`config.mk`:
```
export PLATFORM = sky130hd
export DESIGN_NAME = csa_top
export DESIGN_NICKNAME = d
export VERILOG_FILES = /design/src/logic/csa_pkg.sv /design/src/logic/csa_top.sv
export VERILOG_INCLUDE_DIRS = /design/src /design/src/logic
export SDC_FILE = /design/constraint.sdc
export NUM_CORES = 1
export LEC_CHECK = 0
export BUFFER_PORTS_ARGS = -buffer_cell sky130_fd_sc_hd__buf_2
export CAP_MARGIN = 20
export CORE_UTILIZATION = 58
export DETAILED_ROUTE_END_ITERATION = 16
export GPL_TIMING_DRIVEN = 0
export PLACE_DENSITY = 0.85
export SYNTH_ARGS = -nofsm -noshare
export SYNTH_HDL_FRONTEND = slang
export SYNTH_SLANG_ARGS = --single-unit
```
`constraint.sdc`:
```
create_clock -name CLOCK -period 2.86 [get_ports CLOCK]
set_input_delay 0.286 -clock CLOCK [delete_from_list [all_inputs] [get_ports CLOCK]]
set_output_delay 0.286 -clock CLOCK [all_outputs]
set_load 0.02 [all_outputs]
```
`src/logic/csa_regs.svh`:
```
`ifndef CSA_REGS_SVH
`define CSA_REGS_SVH
// What this block does
// Flag minimum system regulation while held there
// Power management sets voltage/current limit flags
// Reduce charge current while input overloaded
// Supplement mode closes switch, depletion opens
// Off request opens switch, now or delayed
// Four events leave shipping mode
// Long button press pulses switch off
// Enable bit low suppresses pulse reset
// Power good needs all five conditions
// Alert is one 256 us low pulse
// Listed events each raise an alert
// Masked event classes raise no alert
// Fault latched until fault register read
// First read old content, second live
// Input overvoltage stops, code 01, alerts
// System overvoltage stops, enables discharge
// Source overvoltage clears enable, flags fault
// Source short runs repeated hiccup restart
// Safety timer expiry code 11, alert
// Button high restarts low-time measurement

// APB register byte offsets
`define CSA_OFS_CTRL 12'h000
`define CSA_OFS_STATUS 12'h004
`define CSA_OFS_FAULT 12'h008
`define CSA_OFS_MASK 12'h00c

// Control field positions
`define CSA_CTRL_OFF_REQ 0
`define CSA_CTRL_OFF_DLY 1
`define CSA_CTRL_RST_EN 2
`define CSA_CTRL_SRC_EN 3
`define CSA_CTRL_REG_RST 4
`define CSA_CTRL_RESET 32'h0000_0004

// Mask field positions
`define CSA_MASK_LIMIT 0
`define CSA_MASK_FAULT 1
`define CSA_MASK_STATUS 2

// Charge fault codes
`define CSA_CF_NONE 2'h0
`define CSA_CF_INOVP 2'h1
`define CSA_CF_THERM 2'h2
`define CSA_CF_TIMER 2'h3

// Timing, in microseconds / milliseconds, at 200 MHz
`define CSA_CLK_MHZ 200
`define CSA_ALERT_US 256
`define CSA_ALERT_CYC (`CSA_ALERT_US * `CSA_CLK_MHZ)
`define CSA_SHIP_DGL_MS 1
`define CSA_QON_RST_MS 8000
`define CSA_SW_RST_MS 250
`define CSA_OFF_DLY_MS 10000
`define CSA_HICCUP_MS 30
`define CSA_MS_CYC(ms) ((ms) * `CSA_CLK_MHZ * 1000)
`endif

```
`src/logic/csa_pkg.sv`:
```
package csa_pkg;
    // Analog comparator view of the power stage
    typedef struct packed {
        logic in_uvlo_ok;
        logic in_ovp;
        logic in_above_bat;
        logic in_not_poor;
        logic src_det_done;
        logic src_identified;
        logic chg_done;
        logic at_sys_min;
        logic in_cur_over;
        logic in_volt_under;
        logic sys_below_bat;
        logic bat_depleted;
        logic sys_ovp;
        logic src_out_ovp;
        logic src_short;
        logic wdog_exp;
        logic safety_exp;
        logic bat_ovp;
        logic ntc_fault;
        logic therm_sd;
    } csa_sense_t;

    // Power stage commands
    typedef struct packed {
        logic switching_en;
        logic reduce_chg;
        logic sys_discharge;
        logic source_run;
        logic battery_switch_on;
    } csa_drive_t;

    typedef enum logic [1:0] {
        CSA_SW_ON = 2'b00,
        CSA_SW_DLY = 2'b01,
        CSA_SW_SHIP = 2'b11,
        CSA_SW_RSTOFF = 2'b10
    } csa_sw_state_t;
endpackage

```
`src/logic/csa_top.sv`:
```
// The placing of the registers and the APB slave port were chosen for this implementation.
`timescale 1ns/1ps
`include "csa_regs.svh"
module csa_top #(
    parameter int SHIP_DGL_CYC = `CSA_MS_CYC(`CSA_SHIP_DGL_MS),
    parameter int QON_RST_CYC = `CSA_MS_CYC(`CSA_QON_RST_MS),
    parameter int SW_RST_CYC = `CSA_MS_CYC(`CSA_SW_RST_MS),
    parameter int OFF_DLY_CYC = `CSA_MS_CYC(`CSA_OFF_DLY_MS),
    parameter int HICCUP_CYC = `CSA_MS_CYC(`CSA_HICCUP_MS)
) (
    // Clock and reset
    input wire logic CLOCK,
    input wire logic RST_N,
    // APB slave
    input wire logic PSEL,
    input wire logic PENABLE,
    input wire logic PWRITE,
    input wire logic [11:0] PADDR,
    input wire logic [31:0] PWDATA,
    output logic [31:0] PRDATA,
    output logic PREADY,
    output logic PSLVERR,
    // Power stage
    input wire csa_pkg::csa_sense_t SENSE,
    output csa_pkg::csa_drive_t DRIVE,
    // Push button and alert
    input wire logic PUSH_BUTTON_N,
    output logic ALERT_N
);
    //==========================================================
    // Helpers
    //==========================================================
    // Saturating down count shared by the switch, hiccup and alert timers
    function automatic logic [31:0] dec(input logic [31:0] v);
        dec = (v == 32'h0) ? 32'h0 : v - 32'h1;
    endfunction

    //==========================================================
    // APB decode
    //==========================================================
    logic [31:0] ctrl_q, ctrl_d, mask_q;
    logic [31:0] fault_q, fault_d;
    logic fault_rd_q;
    logic [31:0] status_w, fault_live;
    logic [31:0] rdata_w;
    logic acc, wr, rd, rd_setup, hit_ctrl, hit_stat, hit_fault, hit_mask, mapped;

    // Zero wait state slave; unmapped access errors
    assign acc = PSEL & PENABLE;
    assign wr = acc & PWRITE;
    assign rd = acc & ~PWRITE;
    assign rd_setup = PSEL & ~PENABLE & ~PWRITE;
    assign hit_ctrl = PADDR == `CSA_OFS_CTRL;
    assign hit_stat = PADDR == `CSA_OFS_STATUS;
    assign hit_fault = PADDR == `CSA_OFS_FAULT;
    assign hit_mask = PADDR == `CSA_OFS_MASK;
    assign mapped = hit_ctrl | hit_stat | hit_fault | hit_mask;
    assign PREADY = 1'b1;
    assign PSLVERR = acc & ~mapped;
    assign rdata_w = hit_ctrl ? ctrl_q :
                     hit_stat ? status_w :
                     hit_fault ? fault_d : // Includes this cycle's events
                     hit_mask ? mask_q : 32'h0;

    // Loaded in setup so it already stands at the access edge
    always_ff @(posedge CLOCK) begin
        if (!RST_N) begin
            PRDATA <= 32'h0;
        end else if (rd_setup) begin
            PRDATA <= rdata_w;
        end
    end

    //==========================================================
    // Status flags
    //==========================================================
    logic power_good_flag, sys_min_reg_flag, input_volt_limit_flag, input_cur_limit_flag;
    logic dynamic_power_management;
    logic [1:0] charge_fault_code;
    logic source_mode_fault;

    assign dynamic_power_management = SENSE.in_cur_over | SENSE.in_volt_under;
    assign sys_min_reg_flag = SENSE.at_sys_min;
    assign input_volt_limit_flag = dynamic_power_management & SENSE.in_volt_under;
    assign input_cur_limit_flag = dynamic_power_management & SENSE.in_cur_over;
    assign power_good_flag = SENSE.in_uvlo_ok & ~SENSE.in_ovp & SENSE.in_above_bat
                           & SENSE.in_not_poor & SENSE.src_det_done;
    // Input overvoltage takes priority over timer expiry
    assign charge_fault_code = SENSE.in_ovp ? `CSA_CF_INOVP :
                               SENSE.therm_sd ? `CSA_CF_THERM :
                               SENSE.safety_exp ? `CSA_CF_TIMER :
                               `CSA_CF_NONE;
    assign source_mode_fault = SENSE.src_out_ovp & ctrl_q[`CSA_CTRL_SRC_EN];

    csa_pkg::csa_sw_state_t sw_q, sw_d;

    assign status_w = {24'h0, (sw_q == csa_pkg::CSA_SW_SHIP), DRIVE.battery_switch_on,
                       SENSE.chg_done, SENSE.src_identified, power_good_flag,
                       sys_min_reg_flag, input_volt_limit_flag, input_cur_limit_flag};
    assign fault_live = {24'h0, SENSE.wdog_exp, source_mode_fault, 1'b0, SENSE.bat_ovp,
                         SENSE.ntc_fault, SENSE.sys_ovp, charge_fault_code};

    //==========================================================
    // Fault register: latch until read
    //==========================================================
    // Holds while unread; the cycle after a read loads live state
    assign fault_d = fault_rd_q ? fault_live :
                     (fault_q | (fault_live & ~32'h3)) |
                     ((fault_q[1:0] == 2'h0) ? {30'h0, charge_fault_code} : 32'h0);

    always_ff @(posedge CLOCK) begin
        if (!RST_N) begin
            fault_q <= 32'h0;
            fault_rd_q <= 1'b0;
        end else begin
            fault_q <= fault_d;
            fault_rd_q <= rd_setup & hit_fault;
        end
    end

    //==========================================================
    // Control and mask registers
    //==========================================================
    logic src_clear, reg_rst, ship_leave;
    assign reg_rst = wr & hit_ctrl & PWDATA[`CSA_CTRL_REG_RST];
    // Hardware clear of source enable wins over a same-cycle write
    assign src_clear = source_mode_fault | SENSE.therm_sd;

    always_comb begin
        ctrl_d = ctrl_q;
        if (reg_rst) begin
            ctrl_d = `CSA_CTRL_RESET;
        end else if (wr && hit_ctrl) begin
            ctrl_d = {27'h0, 1'b0, PWDATA[3:0]};
        end
        if (src_clear) begin
            ctrl_d[`CSA_CTRL_SRC_EN] = 1'b0;
        end
        // A kept request would send the switch straight back to shipping
        if (ship_leave) begin
            ctrl_d[`CSA_CTRL_OFF_REQ] = 1'b0;
        end
    end

    always_ff @(posedge CLOCK) begin
        if (!RST_N) begin
            ctrl_q <= `CSA_CTRL_RESET;
            mask_q <= 32'h0;
        end else begin
            ctrl_q <= ctrl_d;
            if (wr && hit_mask) begin
                mask_q <= {29'h0, PWDATA[2:0]};
            end
        end
    end

    //==========================================================
    // Push-button low time
    //==========================================================
    logic [31:0] low_cnt_q;
    logic btn_q, ship_exit, pulse_req, pulse_done_q;
    // Counts only while low; returning high restarts it
    always_ff @(posedge CLOCK) begin
        if (!RST_N) begin
            low_cnt_q <= 32'h0;
            btn_q <= 1'b1;
            pulse_done_q <= 1'b0;
        end else begin
            btn_q <= PUSH_BUTTON_N;
            if (PUSH_BUTTON_N) begin
                low_cnt_q <= 32'h0;
                pulse_done_q <= 1'b0;
            end else if (low_cnt_q != 32'hffff_ffff) begin
                low_cnt_q <= low_cnt_q + 32'h1;
            end
            if (pulse_req) begin
                pulse_done_q <= 1'b1;
            end
        end
    end
    // High-to-low deglitched: low long enough after a fall
    assign ship_exit = ~btn_q & (low_cnt_q == SHIP_DGL_CYC);
    // One reset per press, only when enabled, no input, switch on
    assign pulse_req = (low_cnt_q >= QON_RST_CYC) & ~pulse_done_q & ~power_good_flag
                     & ~ctrl_q[`CSA_CTRL_OFF_REQ] & ctrl_q[`CSA_CTRL_RST_EN];

    //==========================================================
    // Battery switch state machine
    //==========================================================
    logic [31:0] sw_cnt_q, sw_cnt_d;
    logic sw_exit, depleted_q, depleted_d;

    assign sw_exit = power_good_flag | ~ctrl_q[`CSA_CTRL_OFF_REQ] | ship_exit;
    // Hardware exits from shipping also drop the off request
    assign ship_leave = (sw_q == csa_pkg::CSA_SW_SHIP) & (power_good_flag | ship_exit);

    always_comb begin
        sw_d = sw_q;
        sw_cnt_d = dec(sw_cnt_q);
        case (sw_q)
            csa_pkg::CSA_SW_ON: begin
                if (pulse_req) begin
                    sw_d = csa_pkg::CSA_SW_RSTOFF;
                    sw_cnt_d = 32'(SW_RST_CYC - 1); // Zero is the last open cycle
                end else if (ctrl_q[`CSA_CTRL_OFF_REQ]) begin
                    sw_d = ctrl_q[`CSA_CTRL_OFF_DLY] ? csa_pkg::CSA_SW_DLY : csa_pkg::CSA_SW_SHIP;
                    sw_cnt_d = 32'(OFF_DLY_CYC - 1);
                end
            end
            csa_pkg::CSA_SW_DLY: begin
                if (!ctrl_q[`CSA_CTRL_OFF_REQ]) begin
                    sw_d = csa_pkg::CSA_SW_ON;
                end else if (sw_cnt_q == 32'h0) begin
                    sw_d = csa_pkg::CSA_SW_SHIP;
                end
            end
            csa_pkg::CSA_SW_SHIP: begin
                if (sw_exit) begin
                    sw_d = csa_pkg::CSA_SW_ON;
                end
            end
            csa_pkg::CSA_SW_RSTOFF: begin
                if (sw_cnt_q == 32'h0) begin
                    sw_d = csa_pkg::CSA_SW_ON;
                end
            end
            default: sw_d = csa_pkg::CSA_SW_ON;
        endcase
    end

    // Depletion latch: cleared only by an input source
    assign depleted_d = power_good_flag ? 1'b0 : (depleted_q | SENSE.bat_depleted);

    always_ff @(posedge CLOCK) begin
        if (!RST_N) begin
            sw_q <= csa_pkg::CSA_SW_ON;
            sw_cnt_q <= 32'h0;
            depleted_q <= 1'b0;
        end else begin
            sw_q <= sw_d;
            sw_cnt_q <= sw_cnt_d;
            depleted_q <= depleted_d;
        end
    end

    //==========================================================
    // Source mode hiccup
    //==========================================================
    logic [31:0] hic_cnt_q;
    logic hic_off_q;
    // Retry period while short persists
    always_ff @(posedge CLOCK) begin
        if (!RST_N) begin
            hic_cnt_q <= 32'h0;
            hic_off_q <= 1'b0;
        end else if (SENSE.src_short && ctrl_q[`CSA_CTRL_SRC_EN]) begin
            if (hic_cnt_q == 32'h0) begin
                hic_cnt_q <= HICCUP_CYC;
                hic_off_q <= ~hic_off_q;
            end else begin
                hic_cnt_q <= dec(hic_cnt_q);
            end
        end else begin
            hic_cnt_q <= 32'h0;
            hic_off_q <= 1'b0;
        end
    end

    //==========================================================
    // Power stage drive
    //==========================================================
    logic sw_closed;
    assign sw_closed = (sw_q == csa_pkg::CSA_SW_ON) | (sw_q == csa_pkg::CSA_SW_DLY);

    always_ff @(posedge CLOCK) begin
        if (!RST_N) begin
            DRIVE <= '0;
        end else begin
            DRIVE.switching_en <= ~SENSE.in_ovp & ~SENSE.sys_ovp & ~SENSE.therm_sd;
            DRIVE.reduce_chg <= dynamic_power_management;
            DRIVE.sys_discharge <= SENSE.sys_ovp;
            DRIVE.source_run <= ctrl_q[`CSA_CTRL_SRC_EN] & ~SENSE.src_out_ovp
                              & ~hic_off_q;
            // Already closed in the on and delayed states, so supplement needs no extra gate
            DRIVE.battery_switch_on <= sw_closed & ~depleted_d & ~SENSE.therm_sd;
        end
    end

    //==========================================================
    // Alert pulse
    //==========================================================
    logic [4:0] ev_q, ev_now, ev_rise;
    logic [31:0] al_cnt_q;
    logic al_fire;
    // Classes: status, limit, fault
    assign ev_now = {SENSE.src_identified, power_good_flag | SENSE.chg_done,
                     ~power_good_flag, dynamic_power_management,
                     (charge_fault_code != `CSA_CF_NONE) | SENSE.wdog_exp | source_mode_fault
                     | SENSE.bat_ovp | SENSE.ntc_fault};
    assign ev_rise = ev_now & ~ev_q;
    assign al_fire = ((ev_rise[4] | ev_rise[3] | ev_rise[2]) & ~mask_q[`CSA_MASK_STATUS])
                   | (ev_rise[1] & ~mask_q[`CSA_MASK_LIMIT])
                   | (ev_rise[0] & ~mask_q[`CSA_MASK_FAULT]);

    // New events during a pulse merge into it rather than queue
    always_ff @(posedge CLOCK) begin
        if (!RST_N) begin
            ev_q <= 5'h04;
            al_cnt_q <= 32'h0;
        end else begin
            ev_q <= ev_now;
            if (al_fire && al_cnt_q == 32'h0) begin
                al_cnt_q <= `CSA_ALERT_CYC;
            end else begin
                al_cnt_q <= dec(al_cnt_q);
            end
        end
    end
    assign ALERT_N = (al_cnt_q == 32'h0);
endmodule

```
==> flow_summary.json, run 1 <==
{
  "synthTopCellsByCount": "dfxtp_1, nor2_1, xnor2_1",
  "synth_top_family_by_area": "simple AND/OR/NAND/NOR gates",
  "crit_type": "reg2out",
  "fillers": 1204,
  "syn-num-nets": 1094,
  "gr-total-overflow": 0,
  "die-area_um2": 16500,
  "first_pass_iters": 5,
  "tns_ps": 0,
  "yosysSeqAreaShare_pct": 46.4,
  "synth-edff-count": 0,
  "drc_errors": 0,
  "drt-vias-per-instance": 5.99,
  "p_per_area_nw_per_um2": 865,
  "dp_hpwl_um": 15600,
  "fin_crit_ps": 2740,
  "syn-instance-count": 1018,
  "synthSimpleGateAreaFrac_pct": 26.5,
  "synth_compound_area_share_pct": 12.6,
  "io_buffers": 78,
  "fin_crit_sh_pct": 95.8,
  "setup_violations": 0,
  "critPathMaxFanout": 7,
  "hold_start": "PWDATA[1]",
  "grt_pass1_vias": 7747,
  "wl_per_cell_um": 16.9,
  "layout-drive-gt1-share_pct": 13.8,
  "cts_sinks": 215,
  "synth.most_common_cell": "dfxtp_1",
  "h-tree-depth": 1,
  "insertion_delay_ps": 510,
  "cts_tree": "yes",
  "tightest_slew_ps": 1090,
  "grt_pass1_wl_um": 37500,
  "maxCapViolations": 0,
  "synth_flop_cell": "dfxtp_1",
  "placed_area_um2": 9940,
  "first_iter_violations": 473,
  "critPathLaunch": "al_cnt_q[0]",
  "areaGrowthSynthToFinish_pct": 16.4,
  "die_y_um": 129,
  "async_flop_share_pct": 0,
  "ys_ff_latch": 215,
  "synthMuxAreaShare_pct": 1.59,
  "synth.top_cells.by_area": "dfxtp_1, xnor2_1, nor2_1",
  "crit_path_start_kind": "register",
  "dr_total_vias": 8098,
  "synth_top_area_share_pct": 46.4,
  "outcome": "complete, no violations",
  "endpoint_kind": "output pin",
  "worstPathArrival_ps": 2450,
  "vdd_drop_max_mv": 0.564,
  "grt_start_max_net_pins": 15,
  "fp-row-count": 45,
  "synth.avg_cell_area_um2": 9.12,
  "final-hold-violation-count": 0,
  "grt_antenna_before_repair": 3,
  "ys_types": 80,
  "fmax_mhz": 365,
  "relSlewSlack_pct": 27.4,
  "final_area_um2": 10800,
  "syn_area_um2": 9290,
  "finalClockSkew_ps": 11.0,
  "ant_nets": 0,
  "final_util_pct": 70.1,
  "nNetsFinal": 1200,
  "yosys.area.top_type": "dfxtp_1",
  "track_usage_pct": 28.0,
  "die_w_um": 129,
  "synth_fa_ha_area_share_pct": 0.809,
  "p_leak_nw": 4.34,
  "yosys_warnings": 0,
  "ctsRootBufferMaster": "clkbuf_16",
  "slew_violations": 0,
  "clk_path_buf_depth": 3,
  "clkSlewWorstSetupHoldPaths_ps": 60,
  "finalWirelength_um": 22900,
  "rsz0062_at_grt": "false",
  "io_pins": 110,
  "synth_xor_area_share_pct": 8.40,
  "hold_ws_ps": 36.2,
  "finalPower_mw": 9.35,
  "cts-buffers-inserted": 22,
  "core_um2": 15400,
  "r2r-start": "sw_cnt_q[14]",
  "initial_core_util_pct": 60.2,
  "critical_path_required_ps": 2570,
  "gp_congestion": 0.945,
  "hp-class": "in2reg"
}
layout by cell type (no fill, tap or decap), types with 31 or more instances in the layout:
master	n
nor4_1	42
nor2_1	122
clkbuf_1	39
nand2_1	43
xnor2_1	63
buf_2	84
dfxtp_1	215
nor3_1	44
a21oi_1	37
and3_1	31
cells by family (layout without fill, tap and decap cells):
| family | count (synthesis) | in the layout |
|---|---|---|
| other cells | 1 | 3 |
| compound gates | 169 | 169 |
| mux | 11 | 11 |
| xor+xnor | 89 | 89 |
| flops | 215 | 215 |
| buf+inv | 76 | 198 |
| fa+ha+maj | 6 | 6 |
| simple gates | 451 | 451 |
power breakdown:
group	switching, mW	internal (mW)
Combinational	1.50	1.05
Sequential	0.324	3.30
Clock	1.16	2.01
per-layer routing:
layer	share of wire, %	global-route usage (%)	up-vias
met1	43	34.5	3882
li1	-	-	3906
met4	3.9	11.4	4
met3	5.5	5.57	73
met2	48	47.8	233
met5	0.074	0	-
what timing repair did:
item / 4_1_cts / 5_1_grt
buffers inserted: 0 / 0
resized for setup: 2 / 0
hold buffers: 2 / 0
pin swaps: 0 / 1
endpoints found under the setup margin: 1 / 1
hold endpoints to repair: 2 / 0
gates cloned: 0 / 0
worst max-delay path: stages (launching register included):
cell      delay (ps)
dfxtp_1          330
inv_1             90
ha_1             200
or4b_1           430
clkbuf_1         240
nor4_4           290
and2_1           190
buf_2            160
flip-flops by register name (all words and copies together), names as in the netlist:
name,count
mask_q,3
PRDATA,32
hic_off_q,1
DRIVE,4
fault_q,32
btn_q,1
hic_cnt_q,32
depleted_q,1
al_cnt_q,32
sw_q,2
sw_cnt_q,32
pulse_done_q,1
low_cnt_q,32
ctrl_q,4
ev_q,5
fault_rd_q,1
per-stage QoR:
step,cells,setup slack (ps)
finish,1353,120
global route,1352,19.4
CTS,1350,42.5
detailed placement,1308,274
global placement,1307,310
floorplan,1018,602
path summary, 6_finish.rpt:
kind                                endpoint  slack (ps)  depth (start not counted)
worst max-delay path                 ALERT_N         120                          7
worst min-delay path               mask_q[1]          40                          3
worst max register to register  sw_cnt_q[10]         250                          6
worst min register to register      DRIVE[1]         460                          1
layout make-up:
type | count | area [um^2] | share of cell area (%)
clock inverter | 7 | 135 | 1.25
clock buffer | 33 | 683 | 6.32
tap | 211 | 264 | 2.44
inverter | 26 | 97.6 | 0.903
buffer | 50 | 244 | 2.26
multi-input combinational | 727 | 4650 | 43.1
antenna | 2 | 5.00 | 0.0463
timing repair buffer | 82 | 420 | 3.89
sequential | 215 | 4300 | 39.8
(Power assumes the default switching activity.)
==> run 2: changes to the inputs <==
Settings changed: CORE_UTILIZATION 58 to 60, PLACE_DENSITY 0.85 to 0.88.
Clock period 2.86 ns to 3.4 ns, I/O delays scaled along.
==> flow_summary.json, run 2 (synthesized netlist as in run 1, its figures left out) <==
{
  "outcome": "complete, no violations",
  "fin_crit_sh_pct": 90.5,
  "finalWirelength_um": 23600,
  "worstPathArrival_ps": 2740,
  "finalClockSkew_ps": 12.5,
  "r2r_cells": 7,
  "cts_sinks": 215,
  "die-area_um2": 16000,
  "h-tree-depth": 1,
  "first_pass_iters": 7,
  "cpPeakStageDelay_ps": 550,
  "tightest_slew_ps": 884,
  "track_usage_pct": 28.8,
  "first_iter_violations": 786,
  "initial_core_util_pct": 61.3,
  "vdd_drop_max_mv": 0.457,
  "io_pins": 110,
  "crit_type": "reg2out",
  "setup_ws_ps": 322,
  "final-hold-violation-count": 0,
  "gr-total-overflow": 0,
  "layout-drive-gt1-share_pct": 14.0,
  "grt_pass1_vias": 7928,
  "grt_start_max_net_pins": 16,
  "maxCapViolations": 0,
  "postCtsSetupBuffers": 0,
  "fillers": 1082,
  "dp_hpwl_um": 15400,
  "slew_violations": 0,
  "die_w_um": 126,
  "dr_total_vias": 8286,
  "critical_path_required_ps": 3060,
  "ant_nets": 0,
  "layout_commonest_cell": "dfxtp_1",
  "cts_hold_buf": 0,
  "fp-row-count": 45,
  "crit_path_start_kind": "register",
  "insertion_delay_ps": 500,
  "clkSlewWorstSetupHoldPaths_ps": 60,
  "ctsRootBufferMaster": "clkbuf_16",
  "rsz0062_at_grt": "false",
  "gp_congestion": 0.910,
  "cts.repair.resized": 0,
  "final_area_um2": 10800,
  "nNetsFinal": 1199,
  "fin_crit_ps": 3080,
  "tns_ps": 0,
  "hp-class": "in2reg",
  "die_y_um": 126,
  "critPathMaxFanout": 7,
  "p_leak_nw": 4.33,
  "io_buffers": 78,
  "areaGrowthSynthToFinish_pct": 16.0,
  "endpoint_kind": "output pin",
  "setup_violations": 0,
  "pre_cts_slack_ps": 805,
  "fmax_mhz": 325,
  "drc_errors": 0,
  "grt_pass1_wl_um": 37900,
  "placed_area_um2": 9910,
  "relSlewSlack_pct": 40.6,
  "cts_tree": "yes",
  "core_um2": 15100,
  "clk_path_buf_depth": 3,
  "hold_depth": 2,
  "cts-buffers-inserted": 22,
  "wl_per_cell_um": 17.8,
  "cp_cell_sequence": "inv_1 -> ha_1 -> or4b_1 -> clkbuf_1 -> nor4_1 -> and2_1 -> buf_2",
  "p_per_area_nw_per_um2": 732,
  "cp_slowest_cell": "nor4_1",
  "grt_antenna_before_repair": 4,
  "drt-vias-per-instance": 6.23,
  "final_cell_mix": "dfxtp_1, nor2_1, buf_2"
}
==> run 2: per-stage QoR <==
stage               hold slack [ps]  std cells  total power, mW  util, %
finish                         59.6       1330             7.89     71.1
detailed placement              442       1284             5.08     65.4
global placement                437       1284             5.02     65.4
global route                   49.0       1328             8.25     71.1
CTS                            32.7       1324             7.85     71.0
floorplan                       416       1018             4.66        -
==> run 2: layer usage <==
metal | vias to the layer above | wire, um | part of all wire, % | global-route usage [%]
met3 | 79 | 1630 | 6.9 | 5.57
met5 | - | 33 | 0.14 | 0
li1 | 3910 | - | - | -
met1 | 3983 | 9610 | 41 | 35.5
met2 | 308 | 11600 | 49 | 49.5
met4 | 6 | 775 | 3.3 | 11.8
==> run 2: path summary, 6_finish.rpt <==
check                             startpoint            end  slack [ps]
worst min-delay path                SENSE[6]       DRIVE[1]          60
worst min register to register     hic_off_q       DRIVE[1]         460
worst max register to register  low_cnt_q[1]  low_cnt_q[15]         810
worst max-delay path             al_cnt_q[0]        ALERT_N         320
==> run 2: report_power, final <==
group / leakage (nW) / internal [mW] / switching (mW)
registers: 1.74 / 2.78 / 0.270
logic: 2.18 / 0.874 / 1.20
clock network: 0.400 / 1.73 / 1.02
==> run 2: area by class of cell <==
cell class	count	area, um^2	share of cell area (%)
clock inverters	14	230	2.14
well taps	188	235	2.18
clock buffers	26	607	5.63
flip-flops and latches	215	4300	40.0
repair buffers	81	405	3.76
inverters	26	97.6	0.906
plain buffers	50	244	2.27
multi-input cells	727	4640	43.1
diodes	3	7.51	0.0697
==> run 2: worst max-delay path: cells and delay by family, from the launching register on <==
kind	cells	cell delay, ps
adder cells (fa/ha/maj)	1	210
buffers and inverters	3	470
flip-flops	1	340
AND/OR/NAND/NOR	3	1230
